===== config.mk =====
export PLATFORM = sky130hd
export DESIGN_NAME = acs_sequencer
export DESIGN_NICKNAME = d
export VERILOG_FILES = /design/src/logic/acs_pkg.sv /design/src/logic/acs_clock_divider.sv /design/src/logic/acs_sequencer.sv
export VERILOG_INCLUDE_DIRS = /design/src /design/src/logic
export SDC_FILE = /design/constraint.sdc
export NUM_CORES = 1
export LEC_CHECK = 0
export ABC_CLOCK_PERIOD_IN_PS = 8460
export BUFFER_PORTS_ARGS = -buffer_cell sky130_fd_sc_hd__buf_2
export CORE_MARGIN = 2
export CORE_UTILIZATION = 50
export CTS_CLUSTER_SIZE = 40
export DETAILED_ROUTE_END_ITERATION = 16
export PLACE_DENSITY = 0.75
export RECOVER_POWER = 25
export SYNTH_ARGS = -nofsm -noshare
export SYNTH_HDL_FRONTEND = slang
export SYNTH_SLANG_ARGS = --single-unit

===== constraint.sdc =====
create_clock -name clk -period 8.46 [get_ports clk]
set_clock_uncertainty 0.2 [all_clocks]
set_input_delay 0.423 -clock clk [delete_from_list [all_inputs] [get_ports clk]]
set_output_delay 0.423 -clock clk [all_outputs]
set_load 0.01 [all_outputs]

===== src/logic/acs_defines.svh =====
`ifndef ACS_DEFINES_SVH
`define ACS_DEFINES_SVH

`define ACS_NCH          8
`define ACS_DATA_W       12
`define ACS_CONV_CYCLES  10
`define ACS_TRG_OFF      3'h0
`define ACS_TRG_EVENT    3'h7
`define ACS_TOUCH_CNT    4
`define ACS_AVG_LOG_11   2
`define ACS_AVG_LOG_12   4
`define ACS_RES_8        2'h0
`define ACS_RES_10       2'h1
`define ACS_RES_11       2'h2
`define ACS_RES_12       2'h3
`define ACS_FLAG_W       6
`define ACS_F_NEW        0
`define ACS_F_OVR        1
`define ACS_F_LOW        2
`define ACS_F_HIGH       3
`define ACS_F_IN         4
`define ACS_F_READY      5

`endif


===== src/logic/acs_pkg.sv =====
package acs_pkg;
	typedef struct packed {
		logic [1:0] bit_depth_select;
		logic [5:0] clock_divider_select;
		logic [6:0] warmup_cycles;
		logic [3:0] sample_hold_cycles;
		logic       power_down_idle;
	} acs_cfg_t;

	typedef struct packed {
		logic [2:0]  channel;
		logic [11:0] data;
	} acs_sample_t;

	typedef struct packed {
		logic        compare_enable;
		logic [11:0] compare_low_limit;
		logic [11:0] compare_high_limit;
	} acs_cmp_t;

	typedef enum logic [2:0] {
		ACS_IDLE, ACS_WARM, ACS_PICK, ACS_HOLD, ACS_CONV, ACS_DONE
	} acs_state_t;
endpackage


===== src/logic/acs_clock_divider.sv =====
`timescale 1ns/1ps
`include "acs_defines.svh"
module acs_clock_divider
	import acs_pkg::*;
(
	input  wire logic       clk,     // Peripheral bus clock
	input  wire logic       rst,     // Synchronous reset
	input  wire logic [5:0] select,  // Division is 2*(select+1)
	output logic            tick     // One pulse per conversion clock
);
	logic [5:0] count;
	logic       phase;

	wire wrap = (count >= select);

	always_ff @(posedge clk) begin
		if (rst) begin
			count <= 6'h00;
			phase <= 1'b0;
		end else begin
			count <= wrap ? 6'h00 : count + 6'h01;
			if (wrap)
				phase <= ~phase;
		end
	end

	// One tick per full period: 2 at select 0, 128 at select 63
	assign tick = wrap & phase;
endmodule


===== src/logic/acs_sequencer.sv =====
`timescale 1ns/1ps
`include "acs_defines.svh"
// Operation
// - Warm-up counted 8..1024 clocks, steps of 8
// - Cell powers up on first sequence, stays on unless power-down-when-idle
// - Power-down-when-idle forces warm-up every sequence
// - Sample-hold lasts 1..16 conversion clocks
// - Trigger runs one sequence over enabled channels
// - Set/clear strobes edit enabled channel view
// - Result stored with its channel number
// - Powered-down cell waits warm-up before converting
// - Channels converted ascending, stop when none left
// - Power down after sequence when idle mode
// - Per sample: sample-hold then ten cycles
// - Compare each result when compare enabled
// - Below, above, within flags from limits
// - Unmask/mask strobes edit interrupt mask view
// - Latched flags hold until written clear
// - Live flags are sources of latched flags
// - Trigger code seven starts on peripheral event
// - Ready bit set while sequencer idle and no trigger pending
// - Touch mode enables up to four channels from offset, none past channel 7
// - Touch sequencer takes up to four channels at offset, none past channel 7
// - Depth: 8, 10, or averaged 11/12 bits
// - Conversion clock divides bus clock 2..128
// - Overrun when unread result is overwritten
// - Start strobe pends, sequence begins on next conversion clock
module acs_sequencer
	import acs_pkg::*;
(
	input  wire logic        clk,                  // Peripheral bus clock
	input  wire logic        rst,                  // Synchronous reset
	input  wire acs_cfg_t    cfg,                  // Conversion configuration
	input  wire acs_cmp_t    cmp,                  // Window compare setup
	input  wire logic [2:0]  trigger_source_select, // Trigger mode
	input  wire logic        peripheral_event,     // Event pulse, same clock
	input  wire logic        start,                // Software start pulse
	input  wire logic [7:0]  channel_enable_set,   // Enable strobe per channel
	input  wire logic [7:0]  channel_enable_clear, // Disable strobe per channel
	input  wire logic        touch_mode_enable,    // Touch group active
	input  wire logic [2:0]  touch_pin_offset,     // First touch channel
	input  wire logic [5:0]  irq_unmask_set,       // Unmask strobes
	input  wire logic [5:0]  irq_mask_set,         // Mask strobes
	input  wire logic [5:0]  latched_flag_clear,   // Clear strobes
	input  wire logic        sample_read,          // Result read pulse
	input  wire logic [11:0] cell_result,          // Raw cell data
	output logic             cell_power,           // Analog cell powered
	output logic             cell_sample,          // Sample-and-hold active
	output logic             cell_start,           // Conversion start pulse
	output logic [2:0]       cell_channel,         // Input multiplexer select
	output logic             touch_active,         // Touch sequencer owns channel
	output logic [7:0]       channel_enable_view,  // Active channels
	output acs_sample_t      latest_sample_reg,    // Last result and channel
	output logic [5:0]       live_flags_reg,       // Instantaneous status
	output logic [5:0]       latched_flags_reg,    // Sticky status
	output logic [5:0]       irq_mask_view,        // Enabled sources
	output logic             irq                   // Interrupt request
);
	acs_state_t  state;
	logic        tick;
	logic        pending;
	logic [10:0] count;
	logic [2:0]  chan;
	logic [4:0]  rep;
	logic [15:0] acc;
	logic [7:0]  chen;
	logic        cmp_low;
	logic        cmp_high;
	logic        cmp_in;
	logic        unread;
	logic        ovr;

	acs_clock_divider u_div (
		.clk    (clk),
		.rst    (rst),
		.select (cfg.clock_divider_select),
		.tick   (tick)
	);

	// Touch group channels, wrapping above channel 7 is dropped
	logic [7:0] touch_mask;
	genvar gi;
	generate
		for (gi = 0; gi < `ACS_NCH; gi++) begin : g_touch
			wire [3:0] rel = 4'(gi) - {1'b0, touch_pin_offset};
			assign touch_mask[gi] = touch_mode_enable && (gi >= touch_pin_offset)
				&& (rel < 4'(`ACS_TOUCH_CNT));
		end
	endgenerate
	assign channel_enable_view = chen | touch_mask;

	wire trig_event = (trigger_source_select == `ACS_TRG_EVENT) & peripheral_event;
	wire trig = start | trig_event;

	// Next enabled channel at or above chan
	logic       found;
	logic [2:0] next_chan;
	always_comb begin
		found = 1'b0;
		next_chan = 3'h0;
		for (int i = `ACS_NCH - 1; i >= 0; i--) begin
			if (channel_enable_view[i] && (3'(i) >= chan)) begin
				found = 1'b1;
				next_chan = 3'(i);
			end
		end
	end

	wire [10:0] warm_len = {1'b0, cfg.warmup_cycles, 3'h0} + 11'h008;
	wire [10:0] hold_len = {7'h00, cfg.sample_hold_cycles} + 11'h001;
	wire [4:0]  reps = (cfg.bit_depth_select == `ACS_RES_12) ? 5'd16 :
		(cfg.bit_depth_select == `ACS_RES_11) ? 5'd4 : 5'd1;
	wire        last_rep = (rep + 5'd1 >= reps);
	wire        conv_end = tick && (state == ACS_CONV) && (count == 11'(`ACS_CONV_CYCLES - 1));
	wire        result_now = conv_end && last_rep;
	wire [15:0] acc_sum = acc + {6'h00, cell_result[9:0]};

	// Scale the raw code or the averaged sum to the selected depth
	logic [11:0] result;
	always_comb begin
		case (cfg.bit_depth_select)
			`ACS_RES_8:  result = {4'h0, cell_result[9:2]};
			`ACS_RES_10: result = {2'h0, cell_result[9:0]};
			`ACS_RES_11: result = {1'b0, acc_sum[11:1]};
			default:     result = acc_sum[13:2];
		endcase
	end

	always_ff @(posedge clk) begin
		if (rst) begin
			state <= ACS_IDLE;
			pending <= 1'b0;
			count <= 11'h000;
			chan <= 3'h0;
			rep <= 5'h00;
			acc <= 16'h0000;
			cell_power <= 1'b0;
		end else begin
			if (trig)
				pending <= 1'b1;
			else if (state == ACS_IDLE && tick)
				pending <= 1'b0;
			if (tick) begin
				case (state)
					ACS_IDLE: if (pending) begin
						chan <= 3'h0;
						count <= 11'h000;
						cell_power <= 1'b1;
						state <= cell_power ? ACS_PICK : ACS_WARM;
					end
					ACS_WARM: begin
						count <= count + 11'h001;
						if (count + 11'h001 >= warm_len) begin
							count <= 11'h000;
							state <= ACS_PICK;
						end
					end
					ACS_PICK: begin
						count <= 11'h000;
						rep <= 5'h00;
						acc <= 16'h0000;
						if (found) begin
							chan <= next_chan;
							state <= ACS_HOLD;
						end else
							state <= ACS_DONE;
					end
					ACS_HOLD: begin
						count <= count + 11'h001;
						if (count + 11'h001 >= hold_len) begin
							count <= 11'h000;
							state <= ACS_CONV;
						end
					end
					ACS_CONV: begin
						count <= count + 11'h001;
						if (conv_end) begin
							count <= 11'h000;
							acc <= acc_sum;
							rep <= rep + 5'd1;
							if (last_rep) begin
								state <= (chan == 3'h7) ? ACS_DONE : ACS_PICK;
								chan <= chan + 3'h1;
							end else
								state <= ACS_HOLD;
						end
					end
					ACS_DONE: begin
						if (cfg.power_down_idle)
							cell_power <= 1'b0;
						state <= ACS_IDLE;
					end
					default: state <= ACS_IDLE;
				endcase
			end
		end
	end

	assign cell_sample = (state == ACS_HOLD);
	assign cell_start = tick && (state == ACS_HOLD) && (count + 11'h001 >= hold_len);
	assign cell_channel = chan;
	assign touch_active = (state == ACS_HOLD || state == ACS_CONV) && touch_mask[chan];

	always_ff @(posedge clk) begin
		if (rst) begin
			chen <= 8'h00;
			latest_sample_reg <= '0;
			unread <= 1'b0;
			ovr <= 1'b0;
			cmp_low <= 1'b0;
			cmp_high <= 1'b0;
			cmp_in <= 1'b0;
		end else begin
			chen <= (chen | channel_enable_set) & ~channel_enable_clear;
			if (result_now) begin
				latest_sample_reg <= '{channel: chan, data: result};
				unread <= 1'b1;
				ovr <= unread & ~sample_read;
				if (cmp.compare_enable) begin
					cmp_low <= result < cmp.compare_low_limit;
					cmp_high <= result > cmp.compare_high_limit;
					cmp_in <= (result >= cmp.compare_low_limit)
						&& (result <= cmp.compare_high_limit);
				end
			end else if (sample_read)
				unread <= 1'b0;
		end
	end

	always_comb begin
		live_flags_reg = 6'h00;
		live_flags_reg[`ACS_F_NEW] = unread;
		live_flags_reg[`ACS_F_OVR] = ovr;
		live_flags_reg[`ACS_F_LOW] = cmp_low;
		live_flags_reg[`ACS_F_HIGH] = cmp_high;
		live_flags_reg[`ACS_F_IN] = cmp_in;
		live_flags_reg[`ACS_F_READY] = (state == ACS_IDLE) && !pending;
	end

	// Flag set wins over a clear landing in the same cycle; mask beats unmask
	always_ff @(posedge clk) begin
		if (rst) begin
			latched_flags_reg <= 6'h00;
			irq_mask_view <= 6'h00;
		end else begin
			latched_flags_reg <= (latched_flags_reg & ~latched_flag_clear)
				| live_flags_reg;
			irq_mask_view <= (irq_mask_view | irq_unmask_set) & ~irq_mask_set;
		end
	end

	assign irq = |(latched_flags_reg & irq_mask_view);
endmodule


==> results.json, run 1 <==
{
  "ios": 152,
  "syn_nets": 971,
  "p_leak_nw": 3.492,
  "die-height_um": 117.6,
  "fin_tns_setup_ns": 0,
  "ys_seq_area_frac": 0.2638,
  "core_area_um2": 12620,
  "grt_pass1_vias": 5716,
  "grt_start_max_net_pins": 77,
  "vias": 6131,
  "place.gp.congestion": 0.9283,
  "critPathKind": "in -> reg",
  "synth_edf_count": 0,
  "nNetsFinal": 1096,
  "detail_route.wl_per_cell_um": 14.99,
  "slew_headroom": -1.418,
  "multi_input_area_um2": 4332,
  "outcome": "finished with violations",
  "grt_first_pass_wirelength_mm": 26.86,
  "dpl-instance-area_um2": 7242,
  "power_mw": 1.038,
  "syn2layout_area_growth_pct": 17.46,
  "cts_buffers": 9,
  "hold_viol_final": 0,
  "hold_class": "in -> reg",
  "instances_no_fill": 1095,
  "use_met3": 0.03924,
  "clk_pin_slew_ns": 0.07,
  "antennaDiodeCount": 0,
  "clock_latency_ns": 0.35,
  "busiest_layer": "met2",
  "drive_gt1_frac": 0.2048,
  "period_needed_ns": 4.954,
  "htree_levels": 3,
  "dp_slack_ns": 4.124,
  "antenna_left": 0,
  "die_area_um2": 13820,
  "cts_tree": "built",
  "rsz0062_at_grt": "no",
  "final-seq-area_um2": 1702,
  "grtUsageTotal": 0.2355,
  "fill_cells": 1203,
  "cts_root_buf": "clkbuf_16",
  "synth_cell_types": 81,
  "use_met1": 0.3007,
  "ys_ff_latch": 85,
  "required_ns": 8.50,
  "period_share": 0.5856,
  "finish.utilization": 0.6003,
  "antenna_found_initial": 0,
  "drt_iter0_markers": 266,
  "clkSinkCount": 85,
  "use_met2": 0.3999,
  "report.final.setup_viol": 0,
  "syn_area_per_cell_um2": 8.134,
  "cts_resized": 0,
  "fp.dieW_um": 117.6,
  "tightest_slew_ns": 3.627,
  "numPortBuffers": 149,
  "async_flop_share": 0,
  "cts_buffer_depth": 2,
  "drv_slew": 77,
  "synth_area_um2": 6450,
  "post_cts_buffers": 0,
  "drtPass1Iterations": 5,
  "arrival_ns": 5.00,
  "cap_violations": 1,
  "hpwl_mm": 12.58,
  "endpoint_kind": "flip-flop",
  "ir_drop_mv": 0.09857,
  "ys.flop_type": "dfxtp_1",
  "rows": 41,
  "post_drt_via_cell_ratio": 5.599,
  "syn_inst": 793,
  "drt-total-wl_mm": 16.41,
  "largest_reg_flops": 15,
  "max_freq_ghz": 0.2019,
  "drc": 0,
  "yosysWarnings": 0,
  "crit_path_max_fanout": 76,
  "cts_hold_buf": 0,
  "hold_ws_ns": 0.01922,
  "grt-ovfl-total": 0,
  "design_area_um2": 7576,
  "start_util": 0.5111,
  "powerDensity_nw_per_um2": 137.0,
  "failed_checks": "max-capacitance violations, max-slew violations",
  "timing.final.ws_setup_ns": 3.506,
  "setup.worst_path.start_class": "primary input",
  "post-place-cells": 1079
}
## cell type report
cell class / instances / share of cell area
clock buffers: 9 / 0.02973
clock inverters: 7 / 0.01718
inverters: 62 / 0.03072
multi-input cells: 609 / 0.5718
flip-flops and latches: 85 / 0.2246
well taps: 172 / 0.02841
repair buffers: 151 / 0.09761
## per-layer routing
metal  wire length, um  vias up
met5                 0        -
met4               378        0
met3               894       26
met2              7855      154
met1              7286     2842
li1                  -     3109
## cell families after synthesis
group | synth area share
AND/OR/NAND/NOR | 0.2307
AO/OA/AOI/OAI | 0.2113
buffers and inverters | 0.06460
flip-flops | 0.2638
adder cells (fa/ha/maj) | 0.1467
XOR/XNOR | 0.04888
multiplexers | 0.03414
## synthesized netlist by cell type (all sizes together), types with 3 or more instances
cell type  number  area share
a2111oi         5      0.0087
a211oi          4      0.0047
a21o           17       0.020
a21oi          64       0.050
a22oi          17       0.020
a31oi           9       0.011
a41oi           3      0.0041
and2            3      0.0029
and3           10      0.0097
and4            3      0.0041
buf            18       0.017
clkbuf         19       0.011
dfxtp          85        0.26
ha             74        0.14
inv            61       0.035
mux2i           4      0.0062
mux4            8       0.028
nand2          67       0.039
nand2b         10      0.0097
nand3          27       0.021
nand3b          3      0.0035
nand4          15       0.018
nor2           75       0.044
nor2b           9      0.0087
nor3           33       0.030
nor3b           5      0.0058
nor4            6      0.0081
nor4b           3      0.0041
o211ai          8       0.011
o21a            6      0.0070
o21ai          30       0.024
o31a            3      0.0043
o31ai           5      0.0087
or2             8      0.0078
or3             5      0.0048
xnor2          24       0.033
xor2           12       0.016
## cell usage in the layout, fill, tap and decap left out, drive strengths merged, types with 4 or more instances in the layout
cell / n
or3: 5
and3: 10
mux2i: 4
a2111oi: 5
nand3: 27
o21ai: 30
xor2: 12
nand2: 67
nor3: 33
ha: 74
a21oi: 64
nor4: 6
a211oi: 4
nand4: 15
dfxtp: 85
a21o: 17
a22oi: 17
mux4: 8
o211ai: 8
xnor2: 24
nand2b: 10
o21a: 6
nor2b: 9
or2: 8
inv: 64
nor2: 75
a31oi: 9
o31ai: 5
clkbuf: 24
nor3b: 5
buf: 136
## worst paths after layout
| path | endpoint | from | slack, ns | cells after the start |
|---|---|---|---|---|
| setup reg to reg | cmp_in | acc[0] | 4.23 | 16 |
| hold / removal | chen[7] | channel_enable_clear[7] | 0.02 | 2 |
| hold reg to reg | latest_sample_reg[2] | latest_sample_reg[2] | 0.26 | 2 |
| setup / recovery | latest_sample_reg[10] | rst | 3.51 | 5 |
## worst max-delay path: stages
cell	delay [ns]
buf_2	0.07
clkbuf_1	2.54
inv_1	1.20
and3_1	0.53
a31o_2	0.21
## where the power goes
group / switching [mW] / leakage, nW / internal, mW / total, mW
Sequential: 0.00525 / 0.688 / 0.406 / 0.411
Combinational: 0.0825 / 2.63 / 0.0670 / 0.150
Clock: 0.183 / 0.174 / 0.294 / 0.478
(Power assumes the default switching activity.)
==> run 2, diff against run 1 <==
--- a/config.mk
+++ b/config.mk
@@ -6,7 +6,7 @@
 export SDC_FILE = /design/constraint.sdc
 export NUM_CORES = 1
 export LEC_CHECK = 0
-export ABC_CLOCK_PERIOD_IN_PS = 8460
+export ABC_CLOCK_PERIOD_IN_PS = 4800
 export BUFFER_PORTS_ARGS = -buffer_cell sky130_fd_sc_hd__buf_2
 export CORE_MARGIN = 2
 export CORE_UTILIZATION = 50
==> constraint.sdc (replaced) <==
create_clock -name clk -period 4.8 [get_ports clk]
set_clock_uncertainty 0.2 [all_clocks]
set_input_delay 0.24 -clock clk [delete_from_list [all_inputs] [get_ports clk]]
set_output_delay 0.24 -clock clk [all_outputs]
set_load 0.01 [all_outputs]
==> results.json, run 2 (synthesis gave the netlist of run 1 again) <==
{
  "slew_headroom": -1.379,
  "drt_iter0_markers": 388,
  "startpoint": "acc[0]",
  "powerDensity_nw_per_um2": 229.7,
  "period_needed_ns": 4.156,
  "critPathTopFamily": "compound AO/OA/AOI/OAI gates",
  "multi_input_area_um2": 4332,
  "setup.worst_path.start_class": "flip-flop",
  "grt_start_max_net_pins": 76,
  "grtUsageTotal": 0.2494,
  "post_cts_buffers": 0,
  "p_leak_nw": 3.602,
  "final-seq-area_um2": 1702,
  "hold_viol_final": 0,
  "failed_checks": "max-capacitance violations, max-slew violations",
  "post_drt_via_cell_ratio": 5.629,
  "arrival_ns": 4.04,
  "cts_buffers": 9,
  "detail_route.wl_per_cell_um": 15.43,
  "core_area_um2": 12620,
  "die-height_um": 117.6,
  "timing.rr.start": "acc[0]",
  "rows": 41,
  "syn2layout_area_growth_pct": 22.66,
  "power_mw": 1.818,
  "post-place-cells": 1079,
  "instances_no_fill": 1132,
  "drt-total-wl_mm": 17.47,
  "htree_levels": 3,
  "clkSinkCount": 85,
  "endpoint": "cmp_in",
  "r2r-end": "cmp_in",
  "outcome": "finished with violations",
  "vias": 6372,
  "drive_gt1_frac": 0.1794,
  "r2r_setup_slack_ns": 0.64,
  "drv_slew": 76,
  "report.final.setup_viol": 0,
  "cts_root_buf": "clkbuf_16",
  "hold_class": "in -> reg",
  "layout_commonest_cell": "buf_2",
  "die_area_um2": 13820,
  "fp.dieW_um": 117.6,
  "hpwl_mm": 12.76,
  "numPortBuffers": 149,
  "cts_buffer_depth": 2,
  "cp_num_cells": 16,
  "tightest_slew_ns": 3.568,
  "clock_latency_ns": 0.35,
  "cap_violations": 1,
  "fin_tns_setup_ns": 0,
  "antenna_found_initial": 1,
  "place.gp.congestion": 0.8960,
  "fill_cells": 1156,
  "final_cell_mix": "120 x buf_2, 85 x dfxtp_1, 74 x ha_1",
  "crit_path_max_fanout": 8,
  "crit_path_cell_trace": "ha_1 -> fa_1 -> a21o_1 -> a2111o_1 -> a31oi_4 -> o21ai_2 -> xor2_1 -> mux2i_1 -> o21ai_0 -> ha_1 -> and3_1 -> nand4_1 -> a21oi_1 -> a21oi_1 -> o211a_1 -> o41ai_1",
  "worst_path_largest_cell_delay_ns": 0.43,
  "start_util": 0.5111,
  "drc": 0,
  "grt_first_pass_wirelength_mm": 28.57,
  "endpoint_kind": "flip-flop",
  "cp_num_buf_inv": 0,
  "rsz0062_at_grt": "no",
  "grt-ovfl-total": 0,
  "hold_ws_ns": 0.02583,
  "antenna_left": 0,
  "required_ns": 4.68,
  "grt_pass1_vias": 6037,
  "critPathKind": "reg -> reg",
  "nNetsFinal": 1133,
  "finish.utilization": 0.6269,
  "largest_reg_flops": 15,
  "period_share": 0.8659,
  "ff2ff_path_depth": 16,
  "max_freq_ghz": 0.2406,
  "ios": 152,
  "cts_tree": "built",
  "critical-path-slowest-cell": "a2111o_1",
  "ir_drop_mv": 0.1962,
  "clk_pin_slew_ns": 0.07,
  "drtPass1Iterations": 5
}
[run 2: cell count changes in the layout (fill, tap and decap cells not counted)]
cell,previous run,this run
buf_2,135,120
clkbuf_1,15,31
diode_2,0,1
dlygate4sd3_1,0,37
inv_8,2,0
[run 2: worst min path at each step]
| stage | startpoint | end | slack, ns | cells after the start |
|---|---|---|---|---|
| 2_1_floorplan | channel_enable_clear[7] | chen[7] | 0.12 | 1 |
| 3_3_place_gp | channel_enable_clear[2] | chen[2] | 0.20 | 2 |
| 3_5_place_dp | irq_mask_set[4] | irq_mask_view[4] | 0.21 | 2 |
| 4_1_cts | cell_result[9] | latest_sample_reg[9] | 0.02 | 3 |
| 5_1_grt | trigger_source_select[0] | pending | 0.04 | 3 |
| 6_report | trigger_source_select[0] | pending | 0.03 | 3 |
[run 2: through the flow]
step	setup slack [ns]	area, um2
2_1_floorplan	1.123	6450
3_3_place_gp	0.7702	7242
3_5_place_dp	0.7256	7242
4_1_cts	0.7775	7949
5_1_grt	0.4316	7911
6_report	0.6438	7911
[run 2: final cells by class]
type,instances,area share
antenna,1,0.0003163
multi-input combinational,609,0.5475
clock buffer,10,0.02894
sequential,85,0.2151
clock inverter,5,0.01360
timing repair buffer,188,0.1379
tap,172,0.02720
inverter,62,0.02942
[run 2: tightest hold or removal path, delay by kind of cell]
family	cells	cell delay, ns
buffers and inverters	1	0.08
AO/OA/AOI/OAI	2	0.23
[run 2: layer usage]
| metal | vias to the layer above | share of wire | wire (um) | track usage |
|---|---|---|---|---|
| li1 | 3188 | - | - | - |
| met1 | 2966 | 0.43 | 7548 | 0.3130 |
| met2 | 182 | 0.49 | 8577 | 0.4331 |
| met3 | 36 | 0.050 | 880 | 0.03488 |
| met4 | 0 | 0.027 | 466 | 0.09639 |
| met5 | - | 0 | 0 | 0 |
[run 2: report_power, final]
group	switching [mW]	internal (mW)
Combinational	0.153	0.136
Clock	0.295	0.509
Sequential	0.00924	0.715
Total	0.457	1.36
[run 2: repair_timing]
item / in CTS / in global routing
hold buffers: 37 / 0
gates resized for setup: 0 / 0
endpoints found under the hold margin: 24 / 0
==> run 3, diff against run 2 <==
--- a/config.mk
+++ b/config.mk
@@ -10,9 +10,11 @@
 export BUFFER_PORTS_ARGS = -buffer_cell sky130_fd_sc_hd__buf_2
 export CORE_MARGIN = 2
 export CORE_UTILIZATION = 50
+export CTS_CLUSTER_DIAMETER = 60
 export CTS_CLUSTER_SIZE = 40
 export DETAILED_ROUTE_END_ITERATION = 16
-export PLACE_DENSITY = 0.75
+export HOLD_SLACK_MARGIN = 0.06
+export PLACE_DENSITY_LB_ADDON = 0.15
 export RECOVER_POWER = 25
 export SYNTH_ARGS = -nofsm -noshare
 export SYNTH_HDL_FRONTEND = slang
==> results.json, run 3 (synthesis gave the netlist of run 1 again) <==
{
  "p_leak_nw": 3.591,
  "final-seq-area_um2": 1702,
  "critPathKind": "reg -> reg",
  "grt_first_pass_wirelength_mm": 28.74,
  "die_area_um2": 13820,
  "report.final.setup_viol": 0,
  "antenna_found_initial": 0,
  "min_path_cells": 4,
  "cap_violations": 1,
  "drt-total-wl_mm": 17.06,
  "numPortBuffers": 149,
  "drtPass1Iterations": 5,
  "drv_slew": 76,
  "fill_cells": 1175,
  "post_cts_buffers": 0,
  "powerDensity_nw_per_um2": 219.7,
  "nNetsFinal": 1135,
  "clkSinkCount": 85,
  "grt_pass1_vias": 6013,
  "outcome": "finished with violations",
  "htree_levels": 3,
  "multi_input_area_um2": 4332,
  "worst_path_largest_cell_delay_ns": 0.42,
  "ios": 152,
  "r2r_setup_slack_ns": 0.71,
  "syn2layout_area_growth_pct": 22.33,
  "vias": 6288,
  "rows": 41,
  "fin_tns_setup_ns": 0,
  "clock_latency_ns": 0.35,
  "hpwl_mm": 12.45,
  "start_util": 0.5111,
  "drive_gt1_frac": 0.1790,
  "grtUsageTotal": 0.2503,
  "period_needed_ns": 4.089,
  "drc": 0,
  "layout_commonest_cell": "buf_2",
  "timing.rr.start": "acc[0]",
  "setup.worst_path.start_class": "flip-flop",
  "cts_resized": 0,
  "crit_path_max_fanout": 8,
  "core_area_um2": 12620,
  "largest_reg_flops": 15,
  "startpoint": "acc[0]",
  "post_drt_via_cell_ratio": 5.550,
  "detail_route.wl_per_cell_um": 15.06,
  "ff2ff_path_depth": 16,
  "clk_pin_slew_ns": 0.07,
  "cts_buffers": 9,
  "antenna_left": 0,
  "cts_root_buf": "clkbuf_16",
  "die-height_um": 117.6,
  "endpoint_kind": "flip-flop",
  "fp.dieW_um": 117.6,
  "slew_headroom": -1.367,
  "cp_num_cells": 16,
  "hold_class": "in -> reg",
  "hold_viol_final": 0,
  "cts_tree": "built",
  "hold_ws_ns": 0.08535,
  "max_freq_ghz": 0.2445,
  "critPathTopFamily": "compound AO/OA/AOI/OAI gates",
  "ir_drop_mv": 0.2003,
  "failed_checks": "max-capacitance violations, max-slew violations",
  "rsz0062_at_grt": "no",
  "grt-ovfl-total": 0,
  "finish.utilization": 0.6252,
  "arrival_ns": 3.99,
  "drt_iter0_markers": 330,
  "cts_buffer_depth": 2,
  "cts_hold_buf": 39,
  "critical-path-slowest-cell": "a2111o_1",
  "final_cell_mix": "120 x buf_2, 85 x dfxtp_1, 74 x ha_1",
  "place.gp.congestion": 0.9159,
  "grt_start_max_net_pins": 76,
  "required_ns": 4.70,
  "tightest_slew_ns": 3.551,
  "worstHoldStart": "cell_result[0]",
  "antennaDiodeCount": 0,
  "cp_num_buf_inv": 0,
  "period_share": 0.8520,
  "crit_path_cell_trace": "ha_1 -> fa_1 -> a21o_1 -> a2111o_1 -> a31oi_4 -> o21ai_2 -> xor2_1 -> mux2i_1 -> o21ai_0 -> ha_1 -> and3_1 -> nand4_1 -> a21oi_1 -> a21oi_1 -> o211a_1 -> o41ai_1"
}
-- run 3: layout make-up --
class	count	share of cell area
well taps	172	0.02728
clock inverters	4	0.006977
flip-flops and latches	85	0.2157
inverters	62	0.02950
multi-input cells	609	0.5490
repair buffers	190	0.1408
clock buffers	11	0.03076
-- run 3: final timing paths --
path	to
min reg2reg	latest_sample_reg[11]
min	acc[0]
max	cmp_in
max reg2reg	cmp_in
-- run 3: power by group --
group | switching (mW) | internal, mW
Sequential | 0.00893 | 0.715
Clock | 0.301 | 0.419
Combinational | 0.152 | 0.137
-- run 3: tightest hold or removal path: stages --
cell and delay [ns]:
buf_2 0.09, ha_1 0.12, a22oi_1 0.07, nor2_1 0.07
-- run 3: metrics by stage --
stage / cells / worst slack (ns) / power [mW] / area (um2)
floorplan: 793 / 1.123 / 0.9026 / 6450
global placement: 1079 / 0.8032 / 0.9998 / 7242
finish: 1133 / 0.7106 / 1.734 / 7890
global route: 1133 / 0.4150 / 1.812 / 7890
detailed placement: 1079 / 0.7731 / 1.002 / 7242
CTS: 1133 / 0.7990 / 1.744 / 7930
-- run 3: routing by layer --
metal | GRT usage | share of wire
met4 | 0.07831 | 0.023
met3 | 0.04748 | 0.047
met2 | 0.4280 | 0.48
met5 | 0 | 0
met1 | 0.3191 | 0.45
